===== src/pkg/clkcfg_pkg.sv =====
// Constants, encodings and decode helpers shared by the clock, start-up and
// option configuration block and its CPU clock divider.
// Assumes a single oscillator-derived clock and word-aligned AXI4-Lite access.
package clkcfg_pkg;

  localparam int          ADDR_W       = 8;
  localparam int          DATA_W       = 32;
  localparam int          CNT_W        = 21;
  localparam int          FIXED_CYCLES = 4096;

  // Register indexes; byte address is four times the index.
  localparam logic [5:0]  IDX_SOURCE   = 6'h00;
  localparam logic [5:0]  IDX_GAIN     = 6'h01;
  localparam logic [5:0]  IDX_TRIM     = 6'h02;
  localparam logic [5:0]  IDX_THRESH   = 6'h03;
  localparam logic [5:0]  IDX_STARTUP  = 6'h07;
  localparam logic [5:0]  IDX_CPUDIV   = 6'h2E;
  localparam logic [5:0]  IDX_STATUS   = 6'h30;

  localparam logic [7:0]  RST_SOURCE   = 8'h00;
  localparam logic [7:0]  RST_GAIN     = 8'h00;
  localparam logic [7:0]  RST_TRIM     = 8'h14;
  localparam logic [7:0]  RST_THRESH   = 8'h02;
  localparam logic [7:0]  RST_STARTUP  = 8'h00;
  localparam logic [5:0]  RST_CPUDIV   = 6'h00;
  localparam logic [5:0]  TRIM_MAX     = 6'h28;

  localparam logic [1:0]  RESP_OKAY    = 2'h0;
  localparam logic [1:0]  RESP_SLVERR  = 2'h2;

  localparam logic [1:0]  SRC_INTERNAL = 2'h0;
  localparam logic [1:0]  THR_OFF      = 2'h0;
  localparam logic [1:0]  THR_MED      = 2'h1;
  localparam logic [1:0]  THR_LOW      = 2'h2;

  // Status bit positions.
  localparam int          STAT_RUN     = 0;
  localparam int          STAT_STAB    = 1;
  localparam int          STAT_GAIN_BAD = 2;

  // Synchroniser reset: reset pin idles high, supply-valid idles low.
  localparam logic [1:0]  SYNC_RST     = 2'h1;

  typedef enum logic [2:0] {
    OSC_INTERNAL = 3'h1,
    OSC_EXTERNAL = 3'h2,
    OSC_RC       = 3'h4
  } osc_sel_t;

  typedef enum logic [3:0] {
    ST_SUPPLY   = 4'h1,
    ST_FIXED    = 4'h2,
    ST_PRESCALE = 4'h4,
    ST_RUN      = 4'h8
  } start_state_t;

  // Divide ratio as a power of two: zero is undivided, one set bit at n is
  // a shift of n+1, anything else saturates at a shift of six.
  function automatic logic [2:0] div_shift(input logic [5:0] code);
    logic [5:0] below;
    below = code - 6'h01;
    if (code == 6'h00) begin
      div_shift = 3'h0;
    end else if ((code & below) == 6'h00) begin
      div_shift = 3'h6;
      for (int i = 0; i < 6; i++) begin
        if (code[i]) div_shift = 3'(i + 1);
      end
    end else begin
      div_shift = 3'h6;
    end
  endfunction : div_shift

  function automatic logic gain_legal(input logic [2:0] code);
    gain_legal = (code == 3'h0) || code[0];
  endfunction : gain_legal

  function automatic logic [3:0] gain_stages(input logic [2:0] code);
    case (code)
      3'h1:    gain_stages = 4'h1;
      3'h3:    gain_stages = 4'h3;
      3'h5:    gain_stages = 4'h6;
      3'h7:    gain_stages = 4'h8;
      default: gain_stages = 4'h0;
    endcase
  endfunction : gain_stages

endpackage : clkcfg_pkg


===== src/clock_reset_option_config.sv =====
// Clock, start-up delay and low-voltage detector configuration with an
// AXI4-Lite register port. Option bytes arrive from option memory on aclk
// and are held from reset; the reset pin and supply-valid are asynchronous.
`timescale 1ns/1ps

// Overview of operation
// - The six-bit CPU divider code gives no division at zero, 2^(n+1) for one set bit n, else 64.
// - Source code 00 picks the internal oscillator, 01 the external clock or crystal, 1x the RC oscillator.
// - Gain code 000/001/011/101/111 enables 0/1/3/6/8 stages; 010, 100 and 110 are illegal.
// - The six-bit trim value switches current generators, about 100 kHz per step.
// - External, power-on and halt wake-up hold the CPU 4096 times (prescaler plus one) cycles.
// - With the internal oscillator the wake-up prescaler is ignored and no prescaled count runs.
// - The oscillator feeds a divided CPU clock and an undivided peripheral clock.
// - Detector or watchdog resets restart the CPU at once with no delay.
// - After supply is valid a fixed 4096-cycle count runs before any prescaled count.
module clock_reset_option_config #(
  parameter int STAB_UNIT = 4096
) (
  // Clock and reset
  input  wire logic                            aclk,
  input  wire logic                            aresetn,
  // AXI4-Lite write
  input  wire logic [clkcfg_pkg::ADDR_W-1:0]   awaddr,
  input  wire logic                            awvalid,
  output logic                                 awready,
  input  wire logic [clkcfg_pkg::DATA_W-1:0]   wdata,
  input  wire logic [3:0]                      wstrb,
  input  wire logic                            wvalid,
  output logic                                 wready,
  output logic [1:0]                           bresp,
  output logic                                 bvalid,
  input  wire logic                            bready,
  // AXI4-Lite read
  input  wire logic [clkcfg_pkg::ADDR_W-1:0]   araddr,
  input  wire logic                            arvalid,
  output logic                                 arready,
  output logic [clkcfg_pkg::DATA_W-1:0]        rdata,
  output logic [1:0]                           rresp,
  output logic                                 rvalid,
  input  wire logic                            rready,
  // Option memory
  input  wire logic                            opt_valid,
  input  wire logic [7:0]                      opt_source_byte,
  input  wire logic [7:0]                      opt_gain_byte,
  input  wire logic [7:0]                      opt_trim_byte,
  input  wire logic [7:0]                      opt_threshold_byte,
  input  wire logic [7:0]                      opt_startup_byte,
  // Reset and wake sources
  input  wire logic                            ext_reset_n,
  input  wire logic                            supply_valid,
  input  wire logic                            por_event,
  input  wire logic                            halt_wake,
  input  wire logic                            lvd_reset,
  input  wire logic                            wdog_reset,
  // Oscillator and detector controls
  output clkcfg_pkg::osc_sel_t                 osc_select,
  output logic [7:0]                           gain_stage_en,
  output logic [5:0]                           trim_enable,
  output logic                                 lvd_enable,
  output logic [1:0]                           lvd_level,
  // Clocks out
  output logic                                 cpu_run,
  output logic                                 cpu_tick,
  output logic                                 periph_tick
);

  // Option bytes, held static from reset.
  logic [1:0] source_r, source_nxt;
  logic [2:0] gain_r, gain_nxt;
  logic [5:0] trim_r, trim_nxt;
  logic [1:0] thresh_r, thresh_nxt;
  logic [7:0] startup_r, startup_nxt;

  always_comb begin
    source_nxt  = opt_valid ? opt_source_byte[1:0]    : clkcfg_pkg::RST_SOURCE[1:0];
    gain_nxt    = opt_valid ? opt_gain_byte[2:0]      : clkcfg_pkg::RST_GAIN[2:0];
    trim_nxt    = opt_valid ? opt_trim_byte[5:0]      : clkcfg_pkg::RST_TRIM[5:0];
    thresh_nxt  = opt_valid ? opt_threshold_byte[1:0] : clkcfg_pkg::RST_THRESH[1:0];
    startup_nxt = opt_valid ? opt_startup_byte        : clkcfg_pkg::RST_STARTUP;
  end

  always_ff @(posedge aclk) begin
    if (!aresetn) begin
      source_r  <= source_nxt;
      gain_r    <= gain_nxt;
      trim_r    <= trim_nxt;
      thresh_r  <= thresh_nxt;
      startup_r <= startup_nxt;
    end
  end

  // Two-flop synchronisers for the reset pin and supply-valid.
  logic [1:0] sync1_r, sync2_r;
  always_ff @(posedge aclk) begin
    if (!aresetn) begin
      sync1_r <= clkcfg_pkg::SYNC_RST;
      sync2_r <= clkcfg_pkg::SYNC_RST;
    end else begin
      sync1_r <= {supply_valid, ext_reset_n};
      sync2_r <= sync1_r;
    end
  end

  logic cold_event, warm_event, supply_ok, src_internal;
  logic [clkcfg_pkg::CNT_W-1:0] prescale_limit, fixed_last;
  assign cold_event     = !sync2_r[0] || por_event || halt_wake;
  assign warm_event     = lvd_reset || wdog_reset;
  assign supply_ok      = sync2_r[1];
  assign src_internal   = (source_r == clkcfg_pkg::SRC_INTERNAL);
  assign fixed_last     = clkcfg_pkg::CNT_W'(clkcfg_pkg::FIXED_CYCLES - 1);
  assign prescale_limit = clkcfg_pkg::CNT_W'((int'(startup_r) + 1) * STAB_UNIT - 1);

  // Start-up sequencer.
  clkcfg_pkg::start_state_t     state_r, state_nxt;
  logic [clkcfg_pkg::CNT_W-1:0] cnt_r, cnt_nxt;

  always_comb begin
    state_nxt = state_r;
    cnt_nxt   = cnt_r + clkcfg_pkg::CNT_W'(1);
    if (cold_event) begin
      state_nxt = clkcfg_pkg::ST_SUPPLY;
      cnt_nxt   = '0;
    end else if (warm_event) begin
      state_nxt = clkcfg_pkg::ST_RUN;
      cnt_nxt   = '0;
    end else begin
      unique case (state_r)
        clkcfg_pkg::ST_SUPPLY: begin
          cnt_nxt = '0;
          if (supply_ok) state_nxt = clkcfg_pkg::ST_FIXED;
        end
        clkcfg_pkg::ST_FIXED: begin
          if (cnt_r == fixed_last) begin
            cnt_nxt = '0;
            state_nxt = src_internal ? clkcfg_pkg::ST_RUN : clkcfg_pkg::ST_PRESCALE;
          end
        end
        clkcfg_pkg::ST_PRESCALE: begin
          if (cnt_r == prescale_limit) begin
            cnt_nxt   = '0;
            state_nxt = clkcfg_pkg::ST_RUN;
          end
        end
        clkcfg_pkg::ST_RUN: cnt_nxt = '0;
        default: begin
          state_nxt = clkcfg_pkg::ST_SUPPLY;
          cnt_nxt   = '0;
        end
      endcase
    end
  end

  always_ff @(posedge aclk) begin
    if (!aresetn) begin
      state_r <= clkcfg_pkg::ST_SUPPLY;
      cnt_r   <= '0;
    end else begin
      state_r <= state_nxt;
      cnt_r   <= cnt_nxt;
    end
  end

  // Registered oscillator and detector controls.
  clkcfg_pkg::osc_sel_t osc_r, osc_nxt;
  logic [7:0] gain_en_r, gain_en_nxt;
  logic [5:0] trim_en_r, trim_en_nxt;
  logic       lvd_en_r, lvd_en_nxt, periph_r;
  logic [1:0] lvd_lvl_r, lvd_lvl_nxt;
  logic [3:0] stages;

  always_comb begin
    if (source_r[1]) begin
      osc_nxt = clkcfg_pkg::OSC_RC;
    end else if (src_internal) begin
      osc_nxt = clkcfg_pkg::OSC_INTERNAL;
    end else begin
      osc_nxt = clkcfg_pkg::OSC_EXTERNAL;
    end
    stages = clkcfg_pkg::gain_stages(gain_r);
    // trim generators; out-of-range values are held at the ceiling.
    trim_en_nxt = (trim_r > clkcfg_pkg::TRIM_MAX) ? clkcfg_pkg::TRIM_MAX : trim_r;
    lvd_en_nxt  = (thresh_r != clkcfg_pkg::THR_OFF);
    lvd_lvl_nxt = thresh_r;
  end

  for (genvar g = 0; g < 8; g++) begin : g_stage
    assign gain_en_nxt[g] = (4'(g) < stages);
  end

  always_ff @(posedge aclk) begin
    if (!aresetn) begin
      osc_r     <= clkcfg_pkg::OSC_INTERNAL;
      gain_en_r <= 8'h00;
      trim_en_r <= 6'h00;
      lvd_en_r  <= 1'b0;
      lvd_lvl_r <= 2'h0;
      periph_r  <= 1'b0;
    end else begin
      osc_r     <= osc_nxt;
      gain_en_r <= gain_en_nxt;
      trim_en_r <= trim_en_nxt;
      lvd_en_r  <= lvd_en_nxt;
      lvd_lvl_r <= lvd_lvl_nxt;
      periph_r  <= 1'b1;
    end
  end

  assign osc_select    = osc_r;
  assign gain_stage_en = gain_en_r;
  assign trim_enable   = trim_en_r;
  assign lvd_enable    = lvd_en_r;
  assign lvd_level     = lvd_lvl_r;
  assign periph_tick   = periph_r;
  assign cpu_run       = (state_r == clkcfg_pkg::ST_RUN);

  // AXI4-Lite slave.
  logic       aw_have_r, aw_have_nxt, w_have_r, w_have_nxt;
  logic [5:0] aw_idx_r, aw_idx_nxt;
  logic [7:0] wbyte_r, wbyte_nxt;
  logic       wlane_r, wlane_nxt, bvalid_r, bvalid_nxt, rvalid_r, rvalid_nxt;
  logic [1:0] bresp_r, bresp_nxt, rresp_r, rresp_nxt;
  logic [clkcfg_pkg::DATA_W-1:0] rdata_r, rdata_nxt;
  logic [5:0] cpudiv_r, cpudiv_nxt, rd_idx;
  logic       wr_fire;

  assign awready = !aw_have_r && !bvalid_r;
  assign wready  = !w_have_r && !bvalid_r;
  assign arready = !rvalid_r;
  assign wr_fire = aw_have_r && w_have_r && !bvalid_r;
  assign rd_idx  = araddr[7:2];

  always_comb begin
    aw_have_nxt = aw_have_r;
    aw_idx_nxt  = aw_idx_r;
    w_have_nxt  = w_have_r;
    wbyte_nxt   = wbyte_r;
    wlane_nxt   = wlane_r;
    bvalid_nxt  = bvalid_r && !bready;
    bresp_nxt   = bresp_r;
    cpudiv_nxt  = cpudiv_r;
    if (awvalid && awready) begin
      aw_have_nxt = 1'b1;
      aw_idx_nxt  = awaddr[7:2];
    end
    if (wvalid && wready) begin
      w_have_nxt = 1'b1;
      wbyte_nxt  = wdata[7:0];
      wlane_nxt  = wstrb[0];
    end
    if (wr_fire) begin
      aw_have_nxt = 1'b0;
      w_have_nxt  = 1'b0;
      bvalid_nxt  = 1'b1;
      bresp_nxt   = clkcfg_pkg::RESP_SLVERR;
      if (aw_idx_r == clkcfg_pkg::IDX_CPUDIV) begin
        bresp_nxt = clkcfg_pkg::RESP_OKAY;
        if (wlane_r) cpudiv_nxt = wbyte_r[5:0];
      end
    end
  end

  always_comb begin
    rvalid_nxt = rvalid_r && !rready;
    rdata_nxt  = rdata_r;
    rresp_nxt  = rresp_r;
    if (arvalid && arready) begin
      rvalid_nxt = 1'b1;
      rresp_nxt  = clkcfg_pkg::RESP_OKAY;
      rdata_nxt  = '0;
      case (rd_idx)
        clkcfg_pkg::IDX_SOURCE:  rdata_nxt[1:0] = source_r;
        clkcfg_pkg::IDX_GAIN:    rdata_nxt[2:0] = gain_r;
        clkcfg_pkg::IDX_TRIM:    rdata_nxt[5:0] = trim_r;
        clkcfg_pkg::IDX_THRESH:  rdata_nxt[1:0] = thresh_r;
        clkcfg_pkg::IDX_STARTUP: rdata_nxt[7:0] = startup_r;
        clkcfg_pkg::IDX_CPUDIV:  rdata_nxt[5:0] = cpudiv_r;
        clkcfg_pkg::IDX_STATUS: begin
          rdata_nxt[clkcfg_pkg::STAT_RUN]      = cpu_run;
          rdata_nxt[clkcfg_pkg::STAT_STAB]     = !cpu_run && (state_r != clkcfg_pkg::ST_SUPPLY);
          rdata_nxt[clkcfg_pkg::STAT_GAIN_BAD] = !clkcfg_pkg::gain_legal(gain_r);
        end
        default: rresp_nxt = clkcfg_pkg::RESP_SLVERR;
      endcase
    end
  end

  always_ff @(posedge aclk) begin
    if (!aresetn) begin
      aw_have_r <= 1'b0;
      aw_idx_r  <= 6'h00;
      w_have_r  <= 1'b0;
      wbyte_r   <= 8'h00;
      wlane_r   <= 1'b0;
      bvalid_r  <= 1'b0;
      bresp_r   <= clkcfg_pkg::RESP_OKAY;
      rvalid_r  <= 1'b0;
      rdata_r   <= '0;
      rresp_r   <= clkcfg_pkg::RESP_OKAY;
      cpudiv_r  <= clkcfg_pkg::RST_CPUDIV;
    end else begin
      aw_have_r <= aw_have_nxt;
      aw_idx_r  <= aw_idx_nxt;
      w_have_r  <= w_have_nxt;
      wbyte_r   <= wbyte_nxt;
      wlane_r   <= wlane_nxt;
      bvalid_r  <= bvalid_nxt;
      bresp_r   <= bresp_nxt;
      rvalid_r  <= rvalid_nxt;
      rdata_r   <= rdata_nxt;
      rresp_r   <= rresp_nxt;
      cpudiv_r  <= cpudiv_nxt;
    end
  end

  assign bvalid = bvalid_r;
  assign bresp  = bresp_r;
  assign rvalid = rvalid_r;
  assign rdata  = rdata_r;
  assign rresp  = rresp_r;

  cpu_clock_div u_cpu_div (
    .aclk     (aclk),
    .aresetn  (aresetn),
    .div_code (cpudiv_r),
    .run      (cpu_run),
    .cpu_tick (cpu_tick)
  );
endmodule : clock_reset_option_config


===== src/cpu_clock_div.sv =====
// CPU clock divider: one-cycle CPU tick every 2^shift oscillator cycles.
// Assumes the divider code comes from a register on the same clock.
`timescale 1ns/1ps
module cpu_clock_div (
  // Clock and reset
  input  wire logic       aclk,
  input  wire logic       aresetn,
  // Control
  input  wire logic [5:0] div_code,
  input  wire logic       run,
  // Output
  output logic            cpu_tick
);

  logic [2:0] shift_r, shift_nxt;
  logic [5:0] cnt_r, cnt_nxt;
  logic       tick_r, tick_nxt;
  logic [6:0] span;
  logic       boundary;

  always_comb begin
    span      = (7'h01 << shift_r) - 7'h01;
    boundary  = (cnt_r == span[5:0]);
    cnt_nxt   = boundary ? 6'h00 : cnt_r + 6'h01;
    shift_nxt = boundary ? clkcfg_pkg::div_shift(div_code) : shift_r;
    tick_nxt  = run && boundary;
  end

  always_ff @(posedge aclk) begin
    if (!aresetn) begin
      shift_r <= 3'h0;
      cnt_r   <= 6'h00;
      tick_r  <= 1'b0;
    end else begin
      shift_r <= shift_nxt;
      cnt_r   <= cnt_nxt;
      tick_r  <= tick_nxt;
    end
  end

  assign cpu_tick = tick_r;
endmodule : cpu_clock_div


===== config.mk =====
export PLATFORM = sky130hd
export DESIGN_NAME = clock_reset_option_config
export DESIGN_NICKNAME = d
export VERILOG_FILES = /design/src/pkg/clkcfg_pkg.sv /design/src/clock_reset_option_config.sv /design/src/cpu_clock_div.sv
export SDC_FILE = /design/constraint.sdc
export NUM_CORES = 1
export LEC_CHECK = 0
export BUFFER_PORTS_ARGS = -buffer_cell sky130_fd_sc_hd__buf_2
export CAP_MARGIN = 10
export CORE_ASPECT_RATIO = 1.2
export CORE_MARGIN = 2
export CORE_UTILIZATION = 50
export CTS_BUF_LIST = sky130_fd_sc_hd__clkbuf_16
export CTS_CLUSTER_SIZE = 14
export DETAILED_ROUTE_END_ITERATION = 8
export PLACE_DENSITY = 0.78
export SYNTH_ARGS = -nofsm -noshare
export SYNTH_HDL_FRONTEND = slang
export SYNTH_SLANG_ARGS = --single-unit

===== constraint.sdc =====
create_clock -name aclk -period 7 [get_ports aclk]
set_input_delay 0.35 -clock aclk [delete_from_list [all_inputs] [get_ports aclk]]
set_output_delay 0.35 -clock aclk [all_outputs]
set_load 0.05 [all_outputs]

== After elaboration in Yosys (flattened, before gate mapping) ==
Cells that the tools add are included.

* Add/sub/neg operators: 6
* Magnitude comparators: 9
* Eq/ne operators: 26
* Shift operators: 1
* Muxes and demuxes: 30
* Bitwise gates (word level): 3
* Reductions and logical operators: 40

{| class="wikitable"
|+ Operators by type and width
! kind !! number
|-
| 2-to-1 mux 21 bit || 2
|-
| case mux 21 bit (2 select lines) || 1
|-
| case mux 4 bit (4 select lines) || 2
|-
| 2-to-1 mux 3 bit || 9
|-
| adder 21 x 1 -> 21 bit, second input constant || 1
|-
| equality test 21 x 12 -> 1 bit, second input constant || 1
|-
| equality test 21 bit || 1
|-
| subtractor 21 x 1 -> 21 bit, second input constant || 1
|-
| 2-to-1 mux 4 bit || 5
|-
| equality test 6 bit, second input constant || 3
|-
| logical NOT 6 bit || 3
|-
| < comparator 3 x 4 -> 1 bit, first input constant || 4
|-
| case mux 2 bit (7 select lines) || 1
|-
| equality test 6 x 2 -> 1 bit, second input constant || 2
|-
| subtractor 6 x 1 -> 6 bit, second input constant || 2
|-
| logical AND 1 bit || 11
|-
| OR reduction 2 bit || 5
|-
| adder 8 x 1 -> 9 bit, second input constant || 1
|-
| logical NOT 1 bit || 9
|-
| inequality test 3 bit, second input constant || 3
|-
| case mux 3 bit (3 select lines) || 1
|-
| < comparator 1 x 4 -> 1 bit, first input constant || 2
|-
| < comparator 2 x 4 -> 1 bit, first input constant || 2
|-
| 2-to-1 mux 2 bit || 4
|-
| other kinds (29) || 39
|}

* Register bits: 116
* Bits of input ports: 106
* Output and inout port bits: 64
* Logic and storage cells: 147

== Longest topological paths before layout ==
* Word-level depth: 8
* Depth in mapped cells: 8
* Gate-level depth less buffers: 7

== Hierarchy ==
From an unflattened synthesis, not the netlist that was laid out.

* Cells, all modules: 559
* Area, all modules: 5,477.8 um2

{| class="wikitable"
|+ Modules (own cells, without submodules)
! module !! instances !! cells an instance !! area each (um2) !! seq. area each (um2)
|-
| clock_reset_option_config || 1 || 492 || 4,847.1 || 2,232.1
|-
| cpu_clock_div || 1 || 67 || 630.6 || 200.2
|}

== Worst setup path after synthesis ==
OpenSTA, ideal clock, no wires.

* Path type: reg-to-reg
* Start: reg state_r[3]
* End: reg rdata_r, in the netlist rdata[0]
* Setup time: 76 ps
* Arrival time: 2,865 ps
* Data required time: 6,924 ps
* Path slack: 4,059 ps
* Cell stages (with the launch flop): 7
* Path buffers: 1
* Clock period less this slack: 2,941 ps
* Path through: dfxtp_1 > clkbuf_1 > nor4b_1 > a22oi_1 > nand3_1 > a22oi_1 > nor2_1

* Cells in the longest elaborated chain, start to end: 2

{| class="wikitable"
|+ RTL lines
! item !! RTL line !! text
|-
| start, declared || clock_reset_option_config.sv:114 || <nowiki>clkcfg_pkg::start_state_t state_r, state_nxt;</nowiki>
|-
| start signal, assigned || clock_reset_option_config.sv:155 || <nowiki>state_r <= clkcfg_pkg::ST_SUPPLY;</nowiki>
|-
| start signal, assigned || clock_reset_option_config.sv:158 || <nowiki>state_r <= state_nxt;</nowiki>
|-
| equality test 4 bit || clock_reset_option_config.sv:214 || <nowiki>assign cpu_run = (state_r == clkcfg_pkg::ST_RUN);</nowiki>
|-
| named net cpu_run || clock_reset_option_config.sv:62 || <nowiki>output logic cpu_run,</nowiki>
|-
| case mux 2 bit (7 select lines) || clock_reset_option_config.sv:270 || <nowiki>case (rd_idx)</nowiki>
|-
| end signal, assigned || clock_reset_option_config.sv:309 || <nowiki>rdata_r <= rdata_nxt;</nowiki>
|-
| end, declared || clock_reset_option_config.sv:222 || <nowiki>logic [clkcfg_pkg::DATA_W-1:0] rdata_r, rdata_nxt;</nowiki>
|}

The timed path passes the listed nets, and every way through them passes these cells.
A chain may end at the register's enable or synchronous reset.

== Final worst setup path ==
* Start: in aresetn
* End: reg state_r[1]

* Cells in the longest elaborated chain, start to end: 2

{| class="wikitable"
|+ RTL lines
! item !! RTL line !! text
|-
| start, declared || clock_reset_option_config.sv:21 || <nowiki>input wire logic aresetn,</nowiki>
|-
| NOT 1 bit (no source line) || - ||
|-
| OR reduction 3 bit (no source line) || - ||
|}

Every way passes these cells.

==> flow_metrics.env <==
export IMPL_grt_overflow_total=0
export IMPL_synthToLayoutAreaGrowth_pct=11.6
export IMPL_io_buffers=91
export IMPL_hold_path_class="in -> reg"
export IMPL_setup_worst_path_start="aresetn"
export IMPL_clk_pin_slew_ps=70
export IMPL_cts_resized=0
export IMPL_hold_end="rvalid$_SDFF_PN0_"
export IMPL_power_density_mw_per_mm2=225
export IMPL_seq_area_frac_synth=0.451
export IMPL_synthTopCellsByCount="90 x dfxtp_1, 41 x nand2_1, 39 x nor2_1"
export IMPL_utilization=0.573
export IMPL_drc=0
export IMPL_clock_latency_ps=350
export IMPL_ff2ff_path_depth=7
export IMPL_slowest_stage="or4b_4"
export IMPL_syn_cell_area_sq_mm=0.00540
export IMPL_reg2reg_from="cnt_r[0]$_SDFF_PP0_"
export IMPL_clkSinkCount=111
export IMPL_grt_usage=0.200
export IMPL_synth_area_leaders="dfxtp_1 33%, edfxtp_1 12%, buf_4 4.2%, and2_1 3.2%, mux2i_1 3.0%"
export IMPL_power_total_mw=1.35
export IMPL_wl_per_cell_microns=15.2
export IMPL_finalClockSkew_ps=9.31
export IMPL_yosys_area_top_type="dfxtp_1"
export IMPL_root_buffer="clkbuf_16"
export IMPL_crit_chain="buf_2 > inv_2 > or4b_4 > or3_1 > nand3b_4 > nand4b_1 > a22oi_1"
export IMPL_power_share_switching=0.282
export IMPL_place_congestion=0.845
export IMPL_cts_tree="yes"
export IMPL_fp_row_count=41
export IMPL_yosys_area_share_xor_xnor=0.0535
export IMPL_regToRegEndpoint="state_r[3]$_SDFFE_PP0P_"
export IMPL_power_frac_comb=0.135
export IMPL_period_needed_ps=3140
export IMPL_vias=4298
export IMPL_synth_edf_count=21
export IMPL_viasPerCell=5.61
export IMPL_hold_buffers=0
export IMPL_synth_most_common_cell="dfxtp_1"
export IMPL_grt_pass1_vias=4115
export IMPL_n_fill_cell=908
export IMPL_timing_fmax_mhz=318
export IMPL_max_clock_path_buffers=2
export IMPL_grt_setup_unrepaired="no"
export IMPL_yosys_most_used_dff="dfxtp_1"
export IMPL_final_net_count=741
export IMPL_path_class="in -> reg"
export IMPL_slew_viol_final=0
export IMPL_synth_top_area_share=0.334
export IMPL_whs_ps=181
export IMPL_place_ws_ps=3520
export IMPL_grt_start_max_net_pins=63
export IMPL_syn_area_per_cell_sq_um=9.61
export IMPL_hold_violations=0
export IMPL_synthSimpleGateAreaFrac=0.222
export IMPL_drive_gt1_frac=0.207
export IMPL_relSlewSlack=0.245
export IMPL_io_pins=170
export IMPL_ir_drop_v=0.000192
export IMPL_crit_fanout=62
export IMPL_post_place_cells=750
export IMPL_place_area_sq_mm=0.00576
export IMPL_p_switching_mw=0.381
export IMPL_reg2reg_setup_slack_ps=4080
export IMPL_hold_depth=2
export IMPL_yosys_warnings=0
export IMPL_cts_buffers=9
export IMPL_intPower_mw=0.971
export IMPL_maxCapViolCount=0
export IMPL_muxShareOfSynthArea=0.0380
export IMPL_start_util=0.513
export IMPL_layout_cells_non_filler=766
export IMPL_cts_setup_buffers=0
export IMPL_core_sq_mm=0.0105
export IMPL_syn_inst=562
export IMPL_totalWireLength_mm=11.6
export IMPL_final_area_sq_mm=0.00602
export IMPL_ant_nets=0
export IMPL_synth_top_family_by_area="simple AND/OR/NAND/NOR gates"
export IMPL_cp_start_kind="input port"
export IMPL_grt_pass1_wl_mm=19.3
export IMPL_dpl_hpwl_mm=8.37
export IMPL_dr_pass1_iters=4
export IMPL_p_leak_nw=2.38
export IMPL_critical_path_max_stage_delay_ps=730
export IMPL_htreeDepth=3
export IMPL_ys_ff_latch=111
export IMPL_synth_distinct_cells=67
export IMPL_drt_iter0_drc=283
export IMPL_worst_slew_pin_slew_ps=1130
export IMPL_synthAdderAreaFrac=0.0107
export IMPL_cp_data_arrival_time_ps=3400
export IMPL_dieWidth_microns=98.9
export IMPL_clkPwrFrac=0.345
export IMPL_die_h_microns=118
export IMPL_antenna_found_initial=0
export IMPL_final_setup_viol_count=0
export IMPL_synth_compound_area_frac=0.150
export IMPL_required_ps=7260
export IMPL_min_from="rready"
export IMPL_async_flop_share=0
export IMPL_period_share=0.449
export IMPL_tns_ps=0
export IMPL_n_antenna_cell=0
export IMPL_setup_slack_ps=3860
export IMPL_power_share_sequential=0.519
export IMPL_die_area_sq_mm=0.0116
export IMPL_status="finished clean"
export IMPL_end_kind="flop"
registers in the layout, indices dropped and copies added (netlist names), 4 cells and up:
signal           flops
wbyte_r              6
aw_idx_r             6
trim_r               6
trim_enable          6
cpudiv_r             6
rdata                8
startup_r            8
cnt_r               21
u_cpu_div.cnt_r      6
state_r              4
gain_stage_en        5
layout make-up:
type	instances	area (sq um)	area share
flip-flops and latches	111	2430	0.404
repair buffers	91	455	0.0756
clock buffers	9	225	0.0374
well taps	129	161	0.0268
clock inverters	7	42.5	0.00706
multi-input cells	407	2660	0.442
inverters	12	45.0	0.00748
logic make-up after synthesis:
group	count (synthesis)
AO/OA/AOI/OAI	106
XOR/XNOR	33
adder cells (fa/ha/maj)	5
buffers and inverters	69
flip-flops	111
multiplexers	18
other	1
AND/OR/NAND/NOR	219
power groups by stage:
stage	clock [mW]	combinational (mW)	sequential (mW)
5_1_grt	0.499	0.197	0.706
4_1_cts	0.470	0.183	0.702
3_3_place_gp	0	0.178	0.715
6_report	0.467	0.183	0.703
2_1_floorplan	0	0.128	0.737
3_5_place_dp	0	0.182	0.716
worst max-delay path: cells and delay by family:
| family | cells | cell delay [ps] |
|---|---|---|
| AND/OR/NAND/NOR | 4 | 1990 |
| buffers and inverters | 2 | 880 |
| AO/OA/AOI/OAI | 1 | 160 |
worst max path at each step:
stage / cells past startpoint / to / slack, ps
2_1_floorplan: 6 / rdata[0]$_SDFFE_PN0P_ / 4060
3_3_place_gp: 7 / state_r[1]$_SDFFE_PP0P_ / 3580
3_5_place_dp: 7 / state_r[1]$_SDFFE_PP0P_ / 3520
4_1_cts: 7 / state_r[1]$_SDFFE_PP0P_ / 3870
5_1_grt: 7 / state_r[1]$_SDFFE_PP0P_ / 3650
6_report: 7 / state_r[1]$_SDFFE_PP0P_ / 3860
cells in the final DEF, fill, tap and decap left out, drive strengths merged, types with 15 or more instances in the layout:
cell type	count
xor2	16
nand3	22
inv	15
xnor2	17
nor3	17
nor2	39
a21oi	21
dfxtp	90
and2	28
nand2	41
a211oi	26
edfxtp	21
buf	91
conb	26
mux2i	16
per-layer routing:
metal,GRT usage,wire length (microns),vias to the layer above
met2,0.335,5810,132
li1,-,-,2104
met5,0,0,-
met3,0.0505,681,18
met1,0.249,4900,2044
met4,0.0693,235,0
Note: power is estimated with default switching activity, not from simulation.
